--- src/dps_defs.svh ---
`ifndef DPS_DEFS_SVH
`define DPS_DEFS_SVH
`define DPS_ROUTE_NONE  2'h0
`define DPS_ROUTE_GPIO  2'h1
`define DPS_ROUTE_SDO   2'h2
`define DPS_ROUTE_IRQ   2'h3
`define DPS_SRC_SDI     2'h1
`define DPS_DIV_W       16
`define DPS_DIV_ONE     16'h0001
`define DPS_DIV_ZERO    16'h0000
`define DPS_PN9_SEED    9'h1ff
`define DPS_PN9_MSB     8
`define DPS_PN9_TAP     4
`define DPS_FIFO_WIDTH  1
`define DPS_FIFO_DEPTH  32
`define DPS_FIFO_AW     5
`define DPS_INT_EN_W    8
`endif

--- src/dps_pkg.sv ---
package dps_pkg;
  typedef enum logic [2:0] {
    DPS_CK_IDLE = 3'h1,
    DPS_CK_LOW  = 3'h2,
    DPS_CK_HIGH = 3'h4
  } dps_clk_st_t;
endpackage

--- src/dps_pin_mux.sv ---
// Summary of operation
// (RULE1) Select high, route 10: data clock on SDO.
// (RULE2) Select low: SDO carries SPI output data.
// (RULE3) Route 11, no enables: data clock on IRQ.
// (RULE4) Source 01: SDI is direct data pin.
// (RULE5) TX samples host SDI; RX drives demodulated SDI.
// (RULE6) SDO carries interrupt when routing bit set.
// (RULE7) Test mode takes TX data from PN9.
// (RULE8) Sync detector enabled only after preamble.
// (RULE9) Square data clock; one bit per cycle. In TX a full buffer stretches the low half.
// (RULE10) Route 00 none, 01 GPIO, 10 SDO, 11 IRQ.
// (RULE11) PN9 x^9+x^5+1, nonzero seed, per bit.
`timescale 1ns/100ps
`default_nettype none
`include "dps_defs.svh"
module dps_pin_mux (
  input  wire logic                     mclk,
  input  wire logic                     nrst,
  input  wire logic                     serial_select_n,
  input  wire logic                     sdi_i,
  output logic                          sdi_o,
  output logic                          sdi_oe_n,
  output logic                          sdo_o,
  output logic                          sdo_oe_n,
  output logic                          interrupt_out_n,
  input  wire logic                     gpio_data_i,
  output logic                          gpio_clk_o,
  input  wire logic                     spi_sdo,
  input  wire logic                     spi_sdo_oe_n,
  input  wire logic                     irq_int_n,
  input  wire logic [`DPS_INT_EN_W-1:0] int_en1,
  input  wire logic [`DPS_INT_EN_W-1:0] int_en2,
  input  wire logic                     irq_on_sdo,
  input  wire logic [1:0]               clk_route,
  input  wire logic [1:0]               src_sel,
  input  wire logic                     pn9_mode,
  input  wire logic                     tx_mode,
  input  wire logic                     rx_mode,
  input  wire logic [`DPS_DIV_W-1:0]    half_period,
  input  wire logic                     rx_bit,
  input  wire logic                     preamble_det,
  output logic                          sync_det_en,
  output logic                          tx_valid,
  input  wire logic                     tx_ready,
  output logic                          tx_data
);
  function automatic logic link_on(input logic tx, input logic rx);
    link_on = tx || rx;
  endfunction

  logic                  sel_meta_reg;
  logic                  sel_sync_reg;
  logic                  sdi_meta_reg;
  logic                  sdi_sync_reg;
  logic                  gpio_meta_reg;
  logic                  gpio_sync_reg;
  dps_pkg::dps_clk_st_t  st_reg;
  dps_pkg::dps_clk_st_t  st_next;
  logic [`DPS_DIV_W-1:0] cnt_reg;
  logic [`DPS_DIV_W-1:0] cnt_next;
  logic [`DPS_PN9_MSB:0] pn9_reg;
  logic                  rx_hold_reg;
  logic                  sdo_reg;
  logic                  sdo_oe_n_reg;
  logic                  sdi_o_reg;
  logic                  sdi_oe_n_reg;
  logic                  irq_reg;
  logic                  gpio_clk_reg;
  logic                  sync_en_reg;
  logic                  txv_reg;
  logic                  txd_reg;
  logic                  fifo_in_ready;
  logic                  fifo_out_valid;
  logic                  fifo_out_data;

  wire                   active    = link_on(tx_mode, rx_mode);
  wire [`DPS_DIV_W-1:0]  half_eff  = (half_period == `DPS_DIV_ZERO) ? `DPS_DIV_ONE : half_period;
  wire                   terminal  = (cnt_reg == half_eff - `DPS_DIV_ONE);
  wire                   may_rise  = !tx_mode || fifo_in_ready;
  wire                   rise      = (st_reg == dps_pkg::DPS_CK_LOW) && terminal && may_rise;
  wire                   fall      = (st_reg == dps_pkg::DPS_CK_HIGH) && terminal;
  wire                   dclk      = (st_reg == dps_pkg::DPS_CK_HIGH);
  wire                   sel_high  = sel_sync_reg;
  wire                   src_sdi   = (src_sel == `DPS_SRC_SDI);
  wire                   ints_off  = !(|int_en1) && !(|int_en2);
  wire                   clk_sdo   = sel_high && (clk_route == `DPS_ROUTE_SDO) && active;
  wire                   clk_irq   = (clk_route == `DPS_ROUTE_IRQ) && ints_off;
  wire                   clk_gpio  = (clk_route == `DPS_ROUTE_GPIO);
  wire                   pn9_fb    = pn9_reg[`DPS_PN9_MSB] ^ pn9_reg[`DPS_PN9_TAP];
  wire                   ext_bit   = src_sdi ? sdi_sync_reg : gpio_sync_reg;
  wire                   tx_bit    = pn9_mode ? pn9_reg[`DPS_PN9_MSB] : ext_bit;
  wire                   push      = rise && tx_mode;
  wire                   load_out  = !txv_reg || tx_ready;
  wire                   sdo_next  = !sel_high ? spi_sdo :
                                     clk_sdo ? dclk : irq_int_n;
  wire                   sdo_oe_n_next = !sel_high ? spi_sdo_oe_n :
                                         (clk_sdo || irq_on_sdo) ? 1'b0 : 1'b1;
  wire                   sdi_oe_n_next = !(sel_high && rx_mode && src_sdi);
  wire                   irq_next  = clk_irq ? (!active || dclk) : irq_int_n;
  wire                   sync_next = rx_mode && (sync_en_reg || preamble_det);

  always_comb begin
    st_next  = st_reg;
    cnt_next = cnt_reg;
    case (st_reg)
      dps_pkg::DPS_CK_IDLE: begin
        cnt_next = `DPS_DIV_ZERO;
        if (active) begin
          st_next = dps_pkg::DPS_CK_LOW;
        end
      end
      dps_pkg::DPS_CK_LOW: begin
        if (!active) begin
          st_next = dps_pkg::DPS_CK_IDLE;
        end else if (rise) begin
          st_next  = dps_pkg::DPS_CK_HIGH;
          cnt_next = `DPS_DIV_ZERO;
        end else if (!terminal) begin
          cnt_next = cnt_reg + `DPS_DIV_ONE;
        end
      end
      dps_pkg::DPS_CK_HIGH: begin
        if (!active) begin
          st_next = dps_pkg::DPS_CK_IDLE;
        end else if (fall) begin
          st_next  = dps_pkg::DPS_CK_LOW;
          cnt_next = `DPS_DIV_ZERO;
        end else begin
          cnt_next = cnt_reg + `DPS_DIV_ONE;
        end
      end
      default: begin
        st_next  = dps_pkg::DPS_CK_IDLE;
        cnt_next = `DPS_DIV_ZERO;
      end
    endcase
  end

  always_ff @(posedge mclk or negedge nrst) begin
    if (!nrst) begin
      sel_meta_reg  <= 1'b0;
      sel_sync_reg  <= 1'b0;
      sdi_meta_reg  <= 1'b0;
      sdi_sync_reg  <= 1'b0;
      gpio_meta_reg <= 1'b0;
      gpio_sync_reg <= 1'b0;
    end else begin
      sel_meta_reg  <= serial_select_n;
      sel_sync_reg  <= sel_meta_reg;
      sdi_meta_reg  <= sdi_i;
      sdi_sync_reg  <= sdi_meta_reg;
      gpio_meta_reg <= gpio_data_i;
      gpio_sync_reg <= gpio_meta_reg;
    end
  end

  // The data clock has two equal half periods while the TX buffer has room; a full buffer stretches the low half.
  always_ff @(posedge mclk or negedge nrst) begin
    if (!nrst) begin
      st_reg  <= dps_pkg::DPS_CK_IDLE;
      cnt_reg <= `DPS_DIV_ZERO;
    end else begin
      st_reg  <= st_next; // RULE9
      cnt_reg <= cnt_next;
    end
  end

  always_ff @(posedge mclk or negedge nrst) begin
    if (!nrst) begin
      pn9_reg <= `DPS_PN9_SEED;
    end else if (push && pn9_mode) begin
      pn9_reg <= {pn9_reg[`DPS_PN9_MSB-1:0], pn9_fb}; // RULE7 RULE11
    end
  end

  always_ff @(posedge mclk or negedge nrst) begin
    if (!nrst) begin
      rx_hold_reg <= 1'b0;
    end else if (fall && rx_mode) begin
      rx_hold_reg <= rx_bit; // RULE5
    end
  end

  always_ff @(posedge mclk or negedge nrst) begin
    if (!nrst) begin
      sdo_reg      <= 1'b0;
      sdo_oe_n_reg <= 1'b1;
      sdi_o_reg    <= 1'b0;
      sdi_oe_n_reg <= 1'b1;
      irq_reg      <= 1'b1;
      gpio_clk_reg <= 1'b0;
      sync_en_reg  <= 1'b0;
    end else begin
      sdo_reg      <= sdo_next; // RULE1 RULE2 RULE6
      sdo_oe_n_reg <= sdo_oe_n_next; // RULE2 RULE6
      sdi_o_reg    <= rx_hold_reg; // RULE5
      sdi_oe_n_reg <= sdi_oe_n_next; // RULE4
      irq_reg      <= irq_next; // RULE3
      gpio_clk_reg <= clk_gpio && dclk; // RULE10
      sync_en_reg  <= sync_next; // RULE8
    end
  end

  // Host data is sampled on the rising clock edge; a full buffer holds the clock low.
  dps_fifo #(
    .WIDTH (`DPS_FIFO_WIDTH),
    .DEPTH (`DPS_FIFO_DEPTH),
    .AW    (`DPS_FIFO_AW)
  ) u_fifo (
    .mclk      (mclk),
    .nrst      (nrst),
    .in_valid  (push), // RULE5 RULE9
    .in_ready  (fifo_in_ready),
    .in_data   (tx_bit),
    .out_valid (fifo_out_valid),
    .out_ready (load_out),
    .out_data  (fifo_out_data)
  );

  always_ff @(posedge mclk or negedge nrst) begin
    if (!nrst) begin
      txv_reg <= 1'b0;
      txd_reg <= 1'b0;
    end else if (load_out) begin
      txv_reg <= fifo_out_valid;
      txd_reg <= fifo_out_data;
    end
  end

  assign sdi_o           = sdi_o_reg;
  assign sdi_oe_n        = sdi_oe_n_reg;
  assign sdo_o           = sdo_reg;
  assign sdo_oe_n        = sdo_oe_n_reg;
  assign interrupt_out_n = irq_reg;
  assign gpio_clk_o      = gpio_clk_reg;
  assign sync_det_en     = sync_en_reg;
  assign tx_valid        = txv_reg;
  assign tx_data         = txd_reg;
endmodule
`default_nettype wire

--- src/dps_fifo.sv ---
`timescale 1ns/100ps
`default_nettype none
`include "dps_defs.svh"
module dps_fifo #(
  parameter int WIDTH = `DPS_FIFO_WIDTH,
  parameter int DEPTH = `DPS_FIFO_DEPTH,
  parameter int AW    = `DPS_FIFO_AW
) (
  input  wire logic             mclk,
  input  wire logic             nrst,
  input  wire logic             in_valid,
  output logic                  in_ready,
  input  wire logic [WIDTH-1:0] in_data,
  output logic                  out_valid,
  input  wire logic             out_ready,
  output logic      [WIDTH-1:0] out_data
);
  logic [WIDTH-1:0] mem [DEPTH];
  logic [AW:0]      wr_ptr_reg;
  logic [AW:0]      rd_ptr_reg;
  wire              full  = (wr_ptr_reg[AW] != rd_ptr_reg[AW]) &&
                            (wr_ptr_reg[AW-1:0] == rd_ptr_reg[AW-1:0]);
  wire              empty = (wr_ptr_reg == rd_ptr_reg);
  wire              push  = in_valid && !full;
  wire              pop   = out_ready && !empty;

  assign in_ready  = !full;
  assign out_valid = !empty;
  assign out_data  = mem[rd_ptr_reg[AW-1:0]];

  always_ff @(posedge mclk) begin
    if (push) begin
      mem[wr_ptr_reg[AW-1:0]] <= in_data;
    end
  end

  always_ff @(posedge mclk or negedge nrst) begin
    if (!nrst) begin
      wr_ptr_reg <= '0;
      rd_ptr_reg <= '0;
    end else begin
      wr_ptr_reg <= wr_ptr_reg + (AW+1)'(push);
      rd_ptr_reg <= rd_ptr_reg + (AW+1)'(pop);
    end
  end
endmodule
`default_nettype wire

--- config.mk ---
export PLATFORM = sky130hd
export DESIGN_NAME = dps_pin_mux
export DESIGN_NICKNAME = d
export VERILOG_FILES = /design/src/dps_pkg.sv /design/src/dps_pin_mux.sv /design/src/dps_fifo.sv
export VERILOG_INCLUDE_DIRS = /design/src
export SDC_FILE = /design/constraint.sdc
export NUM_CORES = 1
export LEC_CHECK = 0
export BUFFER_PORTS_ARGS = -buffer_cell sky130_fd_sc_hd__buf_4
export CAP_MARGIN = 20
export CORE_AREA = 2 2 107 109
export DETAILED_ROUTE_END_ITERATION = 12
export DIE_AREA = 0 0 109 111
export PLACE_DENSITY = 0.74
export RECOVER_POWER = 25
export SLEW_MARGIN = 20
export SYNTH_ARGS = -nofsm -noshare
export SYNTH_HDL_FRONTEND = slang
export SYNTH_SLANG_ARGS = --single-unit
--- constraint.sdc ---
create_clock -name mclk -period 2.92 [get_ports mclk]
set_input_delay 0.73 -clock mclk [delete_from_list [all_inputs] [get_ports mclk]]
set_output_delay 0.73 -clock mclk [all_outputs]
set_load 0.01 [all_outputs]
[Yosys cells after proc, flatten, opt, wreduce, memory -nomap -nowiden]
Memories as Yosys holds them, arrays and structs flattened. A register that Yosys moved wholly into a read port is not among the register bits.
Index checks and enable logic that the tools add are counted.
Word-level totals
  flip-flop bits (word level): 55
  RAM bits: 32
  input bits: 51
  logic and storage cells: 102
  memories kept: 1
Operators by class
  add/sub/neg operators: 4
  equality and inequality tests: 17
  multiplexer cells: 22
  bitwise logic cells: 1
  reduce and logical (&&, ||, !) cells: 37
Memories
  u_fifo.mem: words 32, bits a word 1, read ports 1, clocked after Yosys merged registers in 1, wr ports 1, RTL line dps_fifo.sv:18  | logic [WIDTH-1:0] mem [DEPTH];
Operators with widths (count)
  2-to-1 mux 16 bit: 6
  case mux 16 bit (2 select lines): 1
  logical AND 1 bit: 17
  adder 16 x 1 -> 16 bit, second input constant: 1
  equality test 16 bit: 1
  zero test 16 bit: 1
  OR reduction 8 bit: 2
  subtractor 16 x 1 -> 16 bit, second input constant: 1
  2-to-1 mux 3 bit: 5
  adder 6 x 1 -> 6 bit: 2
  zero test 1 bit: 9
  2-to-1 mux 1 bit: 9
  inequality test 3 bit, second input constant: 3
  case mux 3 bit (3 select lines): 1
  equality test 6 bit: 1
  logical OR 1 bit: 6
  inequality test 2 bit, second input constant: 3
  AND reduction 3 bit: 2
  equality test 5 bit: 1
  equality test 2 x 1 -> 1 bit, second input constant: 2
  equality test 2 bit, second input constant: 2
  equality test 3 x 1 -> 1 bit, second input constant: 1
  equality test 3 x 2 -> 1 bit, second input constant: 1
  equality test 3 bit, second input constant: 1
  other kinds (2): 2

[Longest topological paths before layout]
Gate-level depths: netlist of the first run.
  depth in word-level cells: 10
  mapped depth: 16
  mapped depth without buffers: 14

[Cells and area by module]
From an unflattened synthesis of the first run, not the netlist that was laid out.
Second synthesis, totals
  cells, all modules: 448
  area total of the unflattened synthesis: 4923.5 µm²
By module, submodules not included
  dps_pin_mux: times used 1, cells each 272, area each 2697.6 µm²
  dps_fifo: times used 1, cells each 176, area each 2225.9 µm²

[Least setup slack after synthesis of the first run]
Ideal clock, no wire load.
  kind: input port to flip-flop
  from: input port half_period[5]
  to: register u_fifo.wr_ptr_reg[3]
  library setup time: 0.133 ns
  data arrival time: 3.602 ns
  data required time: 2.787 ns
  slack: -0.815 ns
  stages: 16
  cells stage by stage: buf_2 -> nor4_4 -> a41oi_1 -> ha_1 -> nor3b_2 -> a311oi_1 -> a41oi_1 -> o21ai_0 -> nor4bb_1 -> and3_1 -> buf_2 -> nand2_2 -> nor2_1 -> ha_1 -> nand3_1 -> xnor2_1
On the way
  word-level cells in the longest chain between the ends: 9
RTL lines
  start: declaration: RTL line dps_pin_mux.sv:39  | input wire logic [`DPS_DIV_W-1:0] half_period,
  zero test 16 bit (no line)
  2-to-1 mux 16 bit *: RTL line dps_pin_mux.sv:77  | wire [`DPS_DIV_W-1:0] half_eff = (half_period == `DPS_DIV_ZERO) ? `DPS_DIV_ONE : half_period;
  subtractor 16 x 1 -> 16 bit (no line) *
  equality test 16 bit (no line) *
  logical AND 1 bit * (2 in a row): RTL line dps_pin_mux.sv:80  | wire rise = (st_reg == dps_pkg::DPS_CK_LOW) && terminal && may_rise;
  logical AND 1 bit *: RTL line dps_pin_mux.sv:92  | wire push = rise && tx_mode;
  logical AND 1 bit *: RTL line dps_fifo.sv:24  | wire push = in_valid && !full;
  adder 6 x 1 -> 6 bit *: RTL line dps_fifo.sv:42  | wr_ptr_reg <= wr_ptr_reg + (AW+1)'(push);
  end signal: assignment: RTL line dps_fifo.sv:42
  end: declaration: RTL line dps_fifo.sv:19  | logic [AW:0] wr_ptr_reg;
Mark *: on every way between the ends. The rest lies on a longest branch, timed or not.
A chain may end at the register's enable or synchronous reset.

[Worst setup path after layout of the first run]
  from: input port half_period[4]
  to: register u_fifo.wr_ptr_reg[3]
The elaborated chain is that of the path after synthesis.

==> run_results.csv, run 1 <==
group,metric,value,unit
run_status,violations,"setup timing",
finish,final_cell_mix,"buf_4, dfrtp_1, edfxtp_1",
global_route,top_usage_layer,"met2",
timing,final.setup.tns,-15150,ps
placed_design,io_buffers,59,
timing,setup_ws,-367,ps
synth,syn_area_per_cell,11.1,um^2
synth,ys_ff_latch,88,
clock_tree,clk_path_buf_depth,2,
min_path,whs_path_depth,0,
pwr,power.total,0.00347,W
floorplan,initial_core_util,43.8,%
placed_design,place_area,5790,um^2
timing,slew_viol_final,0,
critical_path,path_max_fanout,8,
job,cap_violations,0,
finish,largest_reg_flops,32,
timing,worst_pin_slew,1430,ps
critical_path,crit_slowest_cell,"or4_4",
synth,async_reset_ff_share,63.6,%
synth,ys_seq_area_share,49.0,%
timing,setup-violations-final,66,
critical_path,crit_path_end_kind,"register",
clock_tree,clkLatencyLatePin,350,ps
critical_path,critPathRequiredTime,3130,ps
critical_path,ff2ff_path_depth,11,
synth,synth_nets,496,
critical_path,crit_top_cell,"buf_4",
timing,slew_headroom,4.70,%
synth,synth_flop_cell,"dfrtp_1",
critical_path,worst_setup_path_start_kind,"primary input",
global_route,grt_max_degree,57,
synth,synth_edf_count,32,
critical_path,path_cells,"buf_6, buf_4, or4_4, buf_4, nor2_2, nand2_1, o21ai_2, nor4bb_4, and3_4, nand2_8, nor2_4, ha_4, nand3_2, xnor2_1",
clock_tree,h-tree-depth,3,
finish,layout.cells.most_common,"buf_4",
route,wl,14000,um
clock_tree,clkSinkCount,88,
placed_design,gp_congestion,0.908,
floorplan,pin_count,60,
global_route,antenna_found_initial,0,
pwr,p_leak,2.68,nW
timing,fmax,304,MHz
global_route,track_usage,22.8,%
route,ant_nets,0,
route,wl_per_cell,19.8,um
floorplan,die_w,109,um
clock_tree,cts-root-buf,"clkbuf_16",
floorplan,die_area,12100,um^2
global_route,use_met2,38.7,%
placed_design,dpl.hpwl,8430,um
synth,synth_cell_type_count,63,
route,num_vias,4270,
global_route,met3_usage,3.47,%
route,drtIter0Drc,251,
route,first_pass_iters,8,
finish,fill_cells,762,
timing,rsz0062_at_grt,"yes",
global_route,grtUsageMet1,28.1,%
pwr,powerDensity,498,nW/um^2
finish,final_nets,613,
run_status,status,"finished, violations left",
finish,drive_above_1_share,50.4,%
critical_path,critPathMaxStageDelay,560,ps
floorplan,fp.dieH,111,um
global_route,grt_pass1_wl,21500,um
route,viasPerCell,6.07,
clock_tree,cts_tree,"built",
critical_path,r2r_slack,180,ps
timing,hold_violations,0,
clock_tree,clkTransAtPathRegs,70,ps
synth,synth_warnings,0,
route,route.detailed.drc,0,
global_route,grt_pass1_vias,4371,
global_route,overflow,0,
critical_path,arrival,3490,ps
pwr,peakVddDrop,0.000292,V
synth,syn_inst,439,
clock_tree,cts-buffers-inserted,9,
finish,area_growth,43.5,%
synth,netlist_area,4850,um^2
timing,fin_crit_sh,113,%
min_path,hp-class,"reg -> reg",
finish,final_area,6970,um^2
finish,antenna_cells,0,
timing,skew,9.95,ps
floorplan,core-area,11100,um^2
placed_design,dp.cells,670,
finish,regArea,2380,um^2
timing,period_needed,3290,ps
critical_path,critical_path_class,"in -> reg",
finish,multi_input_area,3060,um^2
finish,fin_cells,704,
floorplan,row_count,39,
placed_design,dp_slack,-939,ps
[worst max-delay path, delay by kind of cell]
| kind | cells | cell delay [ps] |
|---|---|---|
| xor+xnor | 1 | 160 |
| fa+ha+maj | 1 | 170 |
| buf+inv | 3 | 430 |
| compound gates | 1 | 200 |
| simple gates | 8 | 1800 |
[power breakdown]
group | internal [W] | total [W] | switching [W] | leakage [nW]
clock | 0.000677 | 0.00119 | 0.000511 | 0.146
sequential | 0.00136 | 0.00148 | 0.000116 | 1.03
combinational | 0.000413 | 0.000800 | 0.000387 | 1.51
[final cells by class]
cell class	instances	share of cell area (%)
flip-flops and latches	88	34.1
clock buffers	10	3.29
inverters	7	0.377
repair buffers	122	14.6
clock inverters	6	1.08
well taps	143	2.57
multi-input cells	328	44.0
[routing by layer]
metal / part of all wire (%) / routed length [um]
met5: 0 / 0
met4: 3.1 / 439
met3: 5.7 / 798
met2: 53 / 7410
met1: 38 / 5320
[timing repair]
item                                    CTS  global route
hold endpoints to repair                  0             0
hold buffers                              0             0
resized for setup                       125            44
pin swaps                                34            27
cloned                                    4             0
endpoints found under the setup margin   66            66
setup buffers                            11             5
[synth_stat cells (12+ instances only)]
cell type	instances	area, um^2
mux2_2	12	135
xor2_1	12	105
a21oi_1	21	105
nand3_1	20	100
nand2_1	23	86.3
nor2_1	48	180
dfrtp_1	43	1080
xnor2_1	21	184
dfstp_2	13	342
nand4_1	12	75.1
edfxtp_1	32	961
o21ai_0	14	70.1
clkbuf_1	12	45.0
[cells by family after synthesis]
kind of cell | after synthesis | share of synthesized area, %
AND/OR/NAND/NOR | 190 | 23.3
flip-flops | 88 | 49.0
multiplexers | 29 | 8.87
XOR/XNOR | 33 | 5.96
buffers and inverters | 26 | 2.42
adder cells (fa/ha/maj) | 6 | 1.55
AO/OA/AOI/OAI | 67 | 8.89
[final timing paths]
check,start,to
max,half_period[4],u_fifo.wr_ptr_reg[3]
min,sdi_meta_reg,sdi_sync_reg
max reg2reg,cnt_reg[9],u_fifo.wr_ptr_reg[3]
min reg2reg,sdi_meta_reg,sdi_sync_reg
max in group asynchronous,nrst,st_reg[2]
min in group asynchronous,nrst,u_fifo.rd_ptr_reg[4]
[per-stage QoR]
step / hold slack, ps / util, %
after floorplan: 331 / -
after global placement: 332 / 52.3
after detailed placement: 337 / 52.3
after CTS: 350 / 60.6
after global routing: 362 / 62.9
final: 347 / 62.9
No activity file was read; power rests on OpenSTA's default activity.
==> run 2: changes to the inputs <==
--- a/config.mk
+++ b/config.mk
@@ -8,10 +8,13 @@
 export LEC_CHECK = 0
 export BUFFER_PORTS_ARGS = -buffer_cell sky130_fd_sc_hd__buf_4
 export CAP_MARGIN = 20
-export CORE_AREA = 2 2 107 109
+export CELL_PAD_IN_SITES_DETAIL_PLACEMENT = 0
+export CELL_PAD_IN_SITES_GLOBAL_PLACEMENT = 2
+export CORE_AREA = 2 2 114 116
+export CTS_BUF_LIST = sky130_fd_sc_hd__clkbuf_2 sky130_fd_sc_hd__clkbuf_4 sky130_fd_sc_hd__clkbuf_8
 export DETAILED_ROUTE_END_ITERATION = 12
-export DIE_AREA = 0 0 109 111
-export PLACE_DENSITY = 0.74
+export DIE_AREA = 0 0 116 118
+export PLACE_DENSITY = 0.91
 export RECOVER_POWER = 25
 export SLEW_MARGIN = 20
 export SYNTH_ARGS = -nofsm -noshare
==> run 2 against run 1 <==
Effect of this change: the flow still finishes with violations (setup timing); global-route usage down 3.5 points; wire length shrank 11%; clock skew about the same; worst hold slack improved by 7.6 ps; sequential cell count stayed put; largest power group unchanged; critical path depth fell by 4; die area up 13%; final cell count rose by 5.0%; setup slack improved by 130 ps.
==> run_results.csv, run 2 (synthesized netlist as in run 1, its figures left out) <==
group,metric,value,unit
pwr,peakVddDrop,0.000203,V
clock_tree,cts-buffers-inserted,9,
global_route,antenna_found_initial,0,
clock_tree,holdBufCountCts,0,
global_route,grt_pass1_vias,4182,
placed_design,dpl.hpwl,8450,um
finish,area_growth,39.8,%
critical_path,critPathMaxStageDelay,550,ps
critical_path,path_cells,"buf_8, buf_4, or4_4, o31ai_4, nand2_1, xnor2_1, nor4bb_4, and3_4, nand2_2, nor4_1",
global_route,grtUsageMet1,25.4,%
timing,skew,10.4,ps
global_route,overflow,0,
finish,antenna_cells,0,
global_route,grt_pass1_wl,20700,um
critical_path,critPathBufInv,2,
placed_design,place_area,5870,um^2
clock_tree,clkTransAtPathRegs,90,ps
timing,worst_pin_slew,1460,ps
floorplan,row_count,41,
critical_path,crit_path_end_kind,"register",
pwr,powerDensity,465,nW/um^2
clock_tree,clkSinkCount,88,
clock_tree,h-tree-depth,3,
pwr,p_leak,2.61,nW
route,num_vias,4077,
job,cap_violations,0,
timing,rsz0062_at_grt,"yes",
finish,largest_reg_flops,32,
run_status,violations,"setup timing",
critical_path,worst_setup_path_start_kind,"primary input",
timing,setup_ws,-239,ps
floorplan,initial_core_util,39.1,%
route,first_pass_iters,5,
route,viasPerCell,5.52,
min_path,hp-class,"reg -> reg",
timing,hold_violations,0,
critical_path,path_delay_family,"simple AND/OR/NAND/NOR gates",
timing,fin_crit_sh,108,%
route,wl_per_cell,16.8,um
route,wl,12400,um
route,ant_nets,0,
finish,utilization,54.6,%
finish,final_nets,619,
global_route,grt_max_degree,57,
placed_design,io_buffers,59,
finish,final_cell_mix,"buf_4, dfrtp_1, edfxtp_1",
clock_tree,cts_tree,"built",
finish,drive_above_1_share,45.9,%
critical_path,critical_path_class,"in -> reg",
critical_path,crit_slowest_cell,"or4_4",
floorplan,die_w,116,um
critical_path,arrival,3210,ps
clock_tree,cts-root-buf,"clkbuf_8",
timing,setup-violations-final,65,
placed_design,dp.cells,705,
pwr,p_sw,0.000943,W
global_route,top_usage_layer,"met2",
global_route,track_usage,19.3,%
critical_path,path_max_fanout,7,
pwr,switching_share,29.9,%
placed_design,gp_congestion,0.850,
finish,final_area,6780,um^2
pwr,power.share.clock,27.6,%
route,drtIter0Drc,254,
timing,fmax,317,MHz
floorplan,die_area,13700,um^2
pwr,pwr-share-seq,46.5,%
timing,period_needed,3160,ps
clock_tree,clkLatencyLatePin,370,ps
pwr,internal_power,0.00221,W
route,route.detailed.drc,0,
timing,slew_headroom,2.67,%
global_route,met3_usage,3.40,%
critical_path,critPathRequiredTime,2970,ps
pwr,comb_power_share,25.9,%
global_route,use_met2,31.0,%
floorplan,pin_count,60,
finish,layout.cells.most_common,"buf_4",
clock_tree,clk_path_buf_depth,2,
floorplan,core-area,12400,um^2
finish,fin_cells,739,
floorplan,fp.dieH,118,um
timing,slew_viol_final,0,
run_status,status,"finished, violations left",
run 2: cell count changes in the layout (fill, tap and decap cells not counted), moves of 5 or more:
cell,previous run,this run
clkbuf_16,9,0
nor2_2,10,2
buf_4,91,97
a21oi_2,15,10
o31ai_2,7,0
buf_6,23,18
a21oi_1,6,11
clkbuf_8,0,9
o31ai_1,3,10
nor2_1,21,29
run 2: repair_timing:
action | CTS | global route
gates resized for setup | 90 | 43
pin swaps | 26 | 32
setup endpoints to repair | 66 | 66
buffers inserted | 8 | 7
gates cloned | 5 | 1
run 2: path summary, 6_finish.rpt:
path | start | to | slack [ps] | depth (start not counted)
worst max-delay path | half_period[8] | u_fifo.mem[22] | -240 | 10
worst min-delay path | sel_meta_reg | sel_high | 350 | 0
worst max register to register | cnt_reg[9] | u_fifo.mem[22] | 210 | 8
worst min register to register | sel_meta_reg | sel_high | 350 | 0
max in group asynchronous | nrst | sel_meta_reg | 1340 | 1
min in group asynchronous | nrst | tx_valid | 700 | 1
run 2: metrics by stage:
step           setup slack, ps  setup TNS, ps  hold slack [ps]  power (W)
3_5_place_dp              -857         -47260              336    0.00221
5_1_grt                   -365         -18640              360    0.00332
6_report                  -239         -10060              355    0.00316
2_1_floorplan             -422         -22030              331    0.00191
4_1_cts                   -198          -7980              357    0.00314
3_3_place_gp              -768         -43680              332    0.00219
run 2: final cells by class:
class | count | area (um^2)
Fill cell | 1071 | 5630
Multi-Input combinational cell | 330 | 2910
Sequential cell | 88 | 2380
Timing Repair Buffer | 126 | 1050
Tap cell | 172 | 215
Clock buffer | 10 | 131
Clock inverter | 6 | 73.8
Inverter | 7 | 26.3
run 2: power groups by stage:
stage | logic [W] | registers, W | clock network, W
2_1_floorplan | 0.000470 | 0.00144 | 0
3_5_place_dp | 0.000723 | 0.00149 | 0
5_1_grt | 0.000896 | 0.00148 | 0.000947
4_1_cts | 0.000777 | 0.00147 | 0.000900
6_report | 0.000819 | 0.00147 | 0.000871
3_3_place_gp | 0.000704 | 0.00148 | 0
run 2: routing by layer:
layer / routed length [um] / part of all wire (%)
met1: 5440 / 44
met2: 6130 / 49
met3: 525 / 4.2
met4: 331 / 2.7
met5: 0 / 0
run 2: worst reg2reg max path: stages (launching register included):
cell	delay [ps]
dfrtp_1	470
xnor2_1	190
a2111oi_0	380
a31oi_1	60
o21ai_0	290
and4b_1	270
and3_4	250
nand2_2	120
nor4_1	360
==> run 3: changes to the inputs <==
--- a/config.mk
+++ b/config.mk
@@ -16,6 +16,7 @@
 export DIE_AREA = 0 0 116 118
 export PLACE_DENSITY = 0.91
 export RECOVER_POWER = 25
+export SETUP_SLACK_MARGIN = 0.2
 export SLEW_MARGIN = 20
 export SYNTH_ARGS = -nofsm -noshare
 export SYNTH_HDL_FRONTEND = slang
==> run 3 against run 2 <==
Effect of this change: the run still ends with setup timing left; sequential power is essentially flat; worst hold slack lost 3.2 ps; final cell count down 0.14%; via count fell by 2.0%; critical path depth up 6.
==> run_results.csv, run 3 (synthesized netlist as in run 1, its figures left out) <==
group,metric,value,unit
run_status,status,"finished, violations left",
run_status,violations,"setup timing",
pwr,p_leak,2.57,nW
critical_path,worst_setup_path_start_kind,"primary input",
global_route,grt_pass1_wl,20200,um
placed_design,io_buffers,59,
critical_path,reg2reg_to,"u_fifo.wr_ptr_reg[3]",
placed_design,dp.cells,705,
pwr,peakVddDrop,0.000304,V
floorplan,row_count,41,
route,route.detailed.drc,0,
clock_tree,cts-root-buf,"clkbuf_8",
finish,final_cell_mix,"buf_4, dfrtp_1, edfxtp_1",
finish,layout.cells.most_common,"buf_4",
floorplan,die_area,13700,um^2
floorplan,pin_count,60,
timing,setup-violations-final,66,
global_route,overflow,0,
global_route,grt_pass1_vias,4095,
timing,hold_ws,352,ps
critical_path,r2r_slack,200,ps
finish,largest_reg_flops,32,
timing,hold_violations,0,
pwr,powerDensity,460,nW/um^2
clock_tree,clkTransAtPathRegs,90,ps
min_path,hold_path_end,"sel_high",
min_path,hp-class,"reg -> reg",
timing,slew_headroom,6.23,%
critical_path,path_max_fanout,8,
clock_tree,clk_path_buf_depth,2,
timing,period_needed,3190,ps
global_route,track_usage,18.6,%
critical_path,crit_path_end_kind,"register",
clock_tree,cts_tree,"built",
min_path,hp-start,"sel_meta_reg",
placed_design,dpl.hpwl,8540,um
route,first_pass_iters,4,
finish,final_nets,618,
route,wl_per_cell,16.3,um
timing,fin_crit_sh,109,%
finish,drive_above_1_share,46.5,%
clock_tree,cts-buffers-inserted,9,
critical_path,critical_path_class,"in -> reg",
floorplan,die_w,116,um
job,cap_violations,0,
route,drtIter0Drc,219,
finish,final_area,6750,um^2
route,num_vias,3997,
placed_design,place_area,5870,um^2
timing,skew,9.58,ps
floorplan,initial_core_util,39.1,%
critical_path,r2r-start,"cnt_reg[9]",
floorplan,fp.dieH,118,um
clock_tree,clkLatencyLatePin,360,ps
clock_tree,holdBufCountCts,0,
timing,rsz0062_at_grt,"yes",
placed_design,gp_congestion,0.900,
finish,antenna_cells,0,
clock_tree,clkSinkCount,88,
timing,worst_pin_slew,1410,ps
critical_path,critPathRequiredTime,3170,ps
timing,fmax,314,MHz
min_path,whs_path_depth,0,
route,ant_nets,0,
finish,fin_cells,738,
global_route,antenna_found_initial,0,
critical_path,ff2ff_path_depth,11,
finish,area_growth,39.1,%
critical_path,arrival,3430,ps
global_route,grt_max_degree,57,
placed_design,dp_slack,-824,ps
timing,setup_ws,-266,ps
route,wl,12000,um
floorplan,core-area,12400,um^2
route,viasPerCell,5.42,
timing,slew_viol_final,0,
clock_tree,h-tree-depth,3,
==> run 3: changes by cell type in the layout (fill, tap and decap cells not counted), moves of 4 or more <==
cell and delta:
o31ai_2 +4, buf_8 -4, a21oi_1 +4, a21oi_2 -4, mux2_2 +8, mux2_4 -8
buf_4 +7
==> run 3: layer usage <==
metal / routed length, um / up-vias / track usage [%]
li1: - / 1912 / -
met1: 5380 / 1971 / 24.7
met2: 6030 / 101 / 30.4
met3: 463 / 13 / 3.71
met4: 166 / 0 / 6.03
met5: 0 / - / 0
==> run 3: cell type report <==
class | count | area [um^2]
well taps | 172 | 215
clock inverters | 5 | 56.3
multi-input cells | 326 | 2850
clock buffers | 11 | 145
fillers | 1073 | 5660
repair buffers | 129 | 1080
inverters | 7 | 26.3
flip-flops and latches | 88 | 2380
==> run 3: power breakdown <==
part | switching [W] | internal, W | leakage [nW]
Combinational | 0.000369 | 0.000408 | 1.44
Clock | 0.000434 | 0.000429 | 0.103
Sequential | 0.000108 | 0.00136 | 1.03
==> run 3: worst max-delay path by stage <==
| stage | start | end | slack [ps] |
|---|---|---|---|
| after floorplan | half_period[4] | u_fifo.wr_ptr_reg[3] | -420 |
| after global placement | half_period[6] | u_fifo.mem[30] | -760 |
| after detailed placement | half_period[4] | u_fifo.wr_ptr_reg[3] | -820 |
| after CTS | half_period[5] | u_fifo.wr_ptr_reg[3] | -210 |
| after global routing | half_period[5] | u_fifo.wr_ptr_reg[3] | -360 |
| final | half_period[5] | u_fifo.wr_ptr_reg[3] | -270 |
==> run 3: timing repair <==
item / in CTS / in global routing
gates cloned: 3 / 0
setup endpoints to repair: 66 / 66
pin swaps: 45 / 27
resized for setup: 82 / 38
buffers inserted: 9 / 5
==> run 3: critical path, cell delays in order <==
cell     delay [ps]
buf_8           100
nor4_4          320
a41oi_2         190
ha_4            200
nor3b_4         160
buf_4           140
a21o_1          140
a32oi_1         140
a21oi_1         100
and4b_1         270
and3_4          260
nand2_8          90
nor2_4          160
ha_4            180
nand3_4          90
xnor2_2         160
==> run 3: stage by stage <==
step	TNS (ps)	utilization, %	total power [W]
after CTS	-8140	52.7	0.00311
final	-10560	54.4	0.00311
after global routing	-17040	54.4	0.00327
after floorplan	-22030	-	0.00191
after detailed placement	-44050	47.3	0.00221
after global placement	-41680	47.3	0.00219
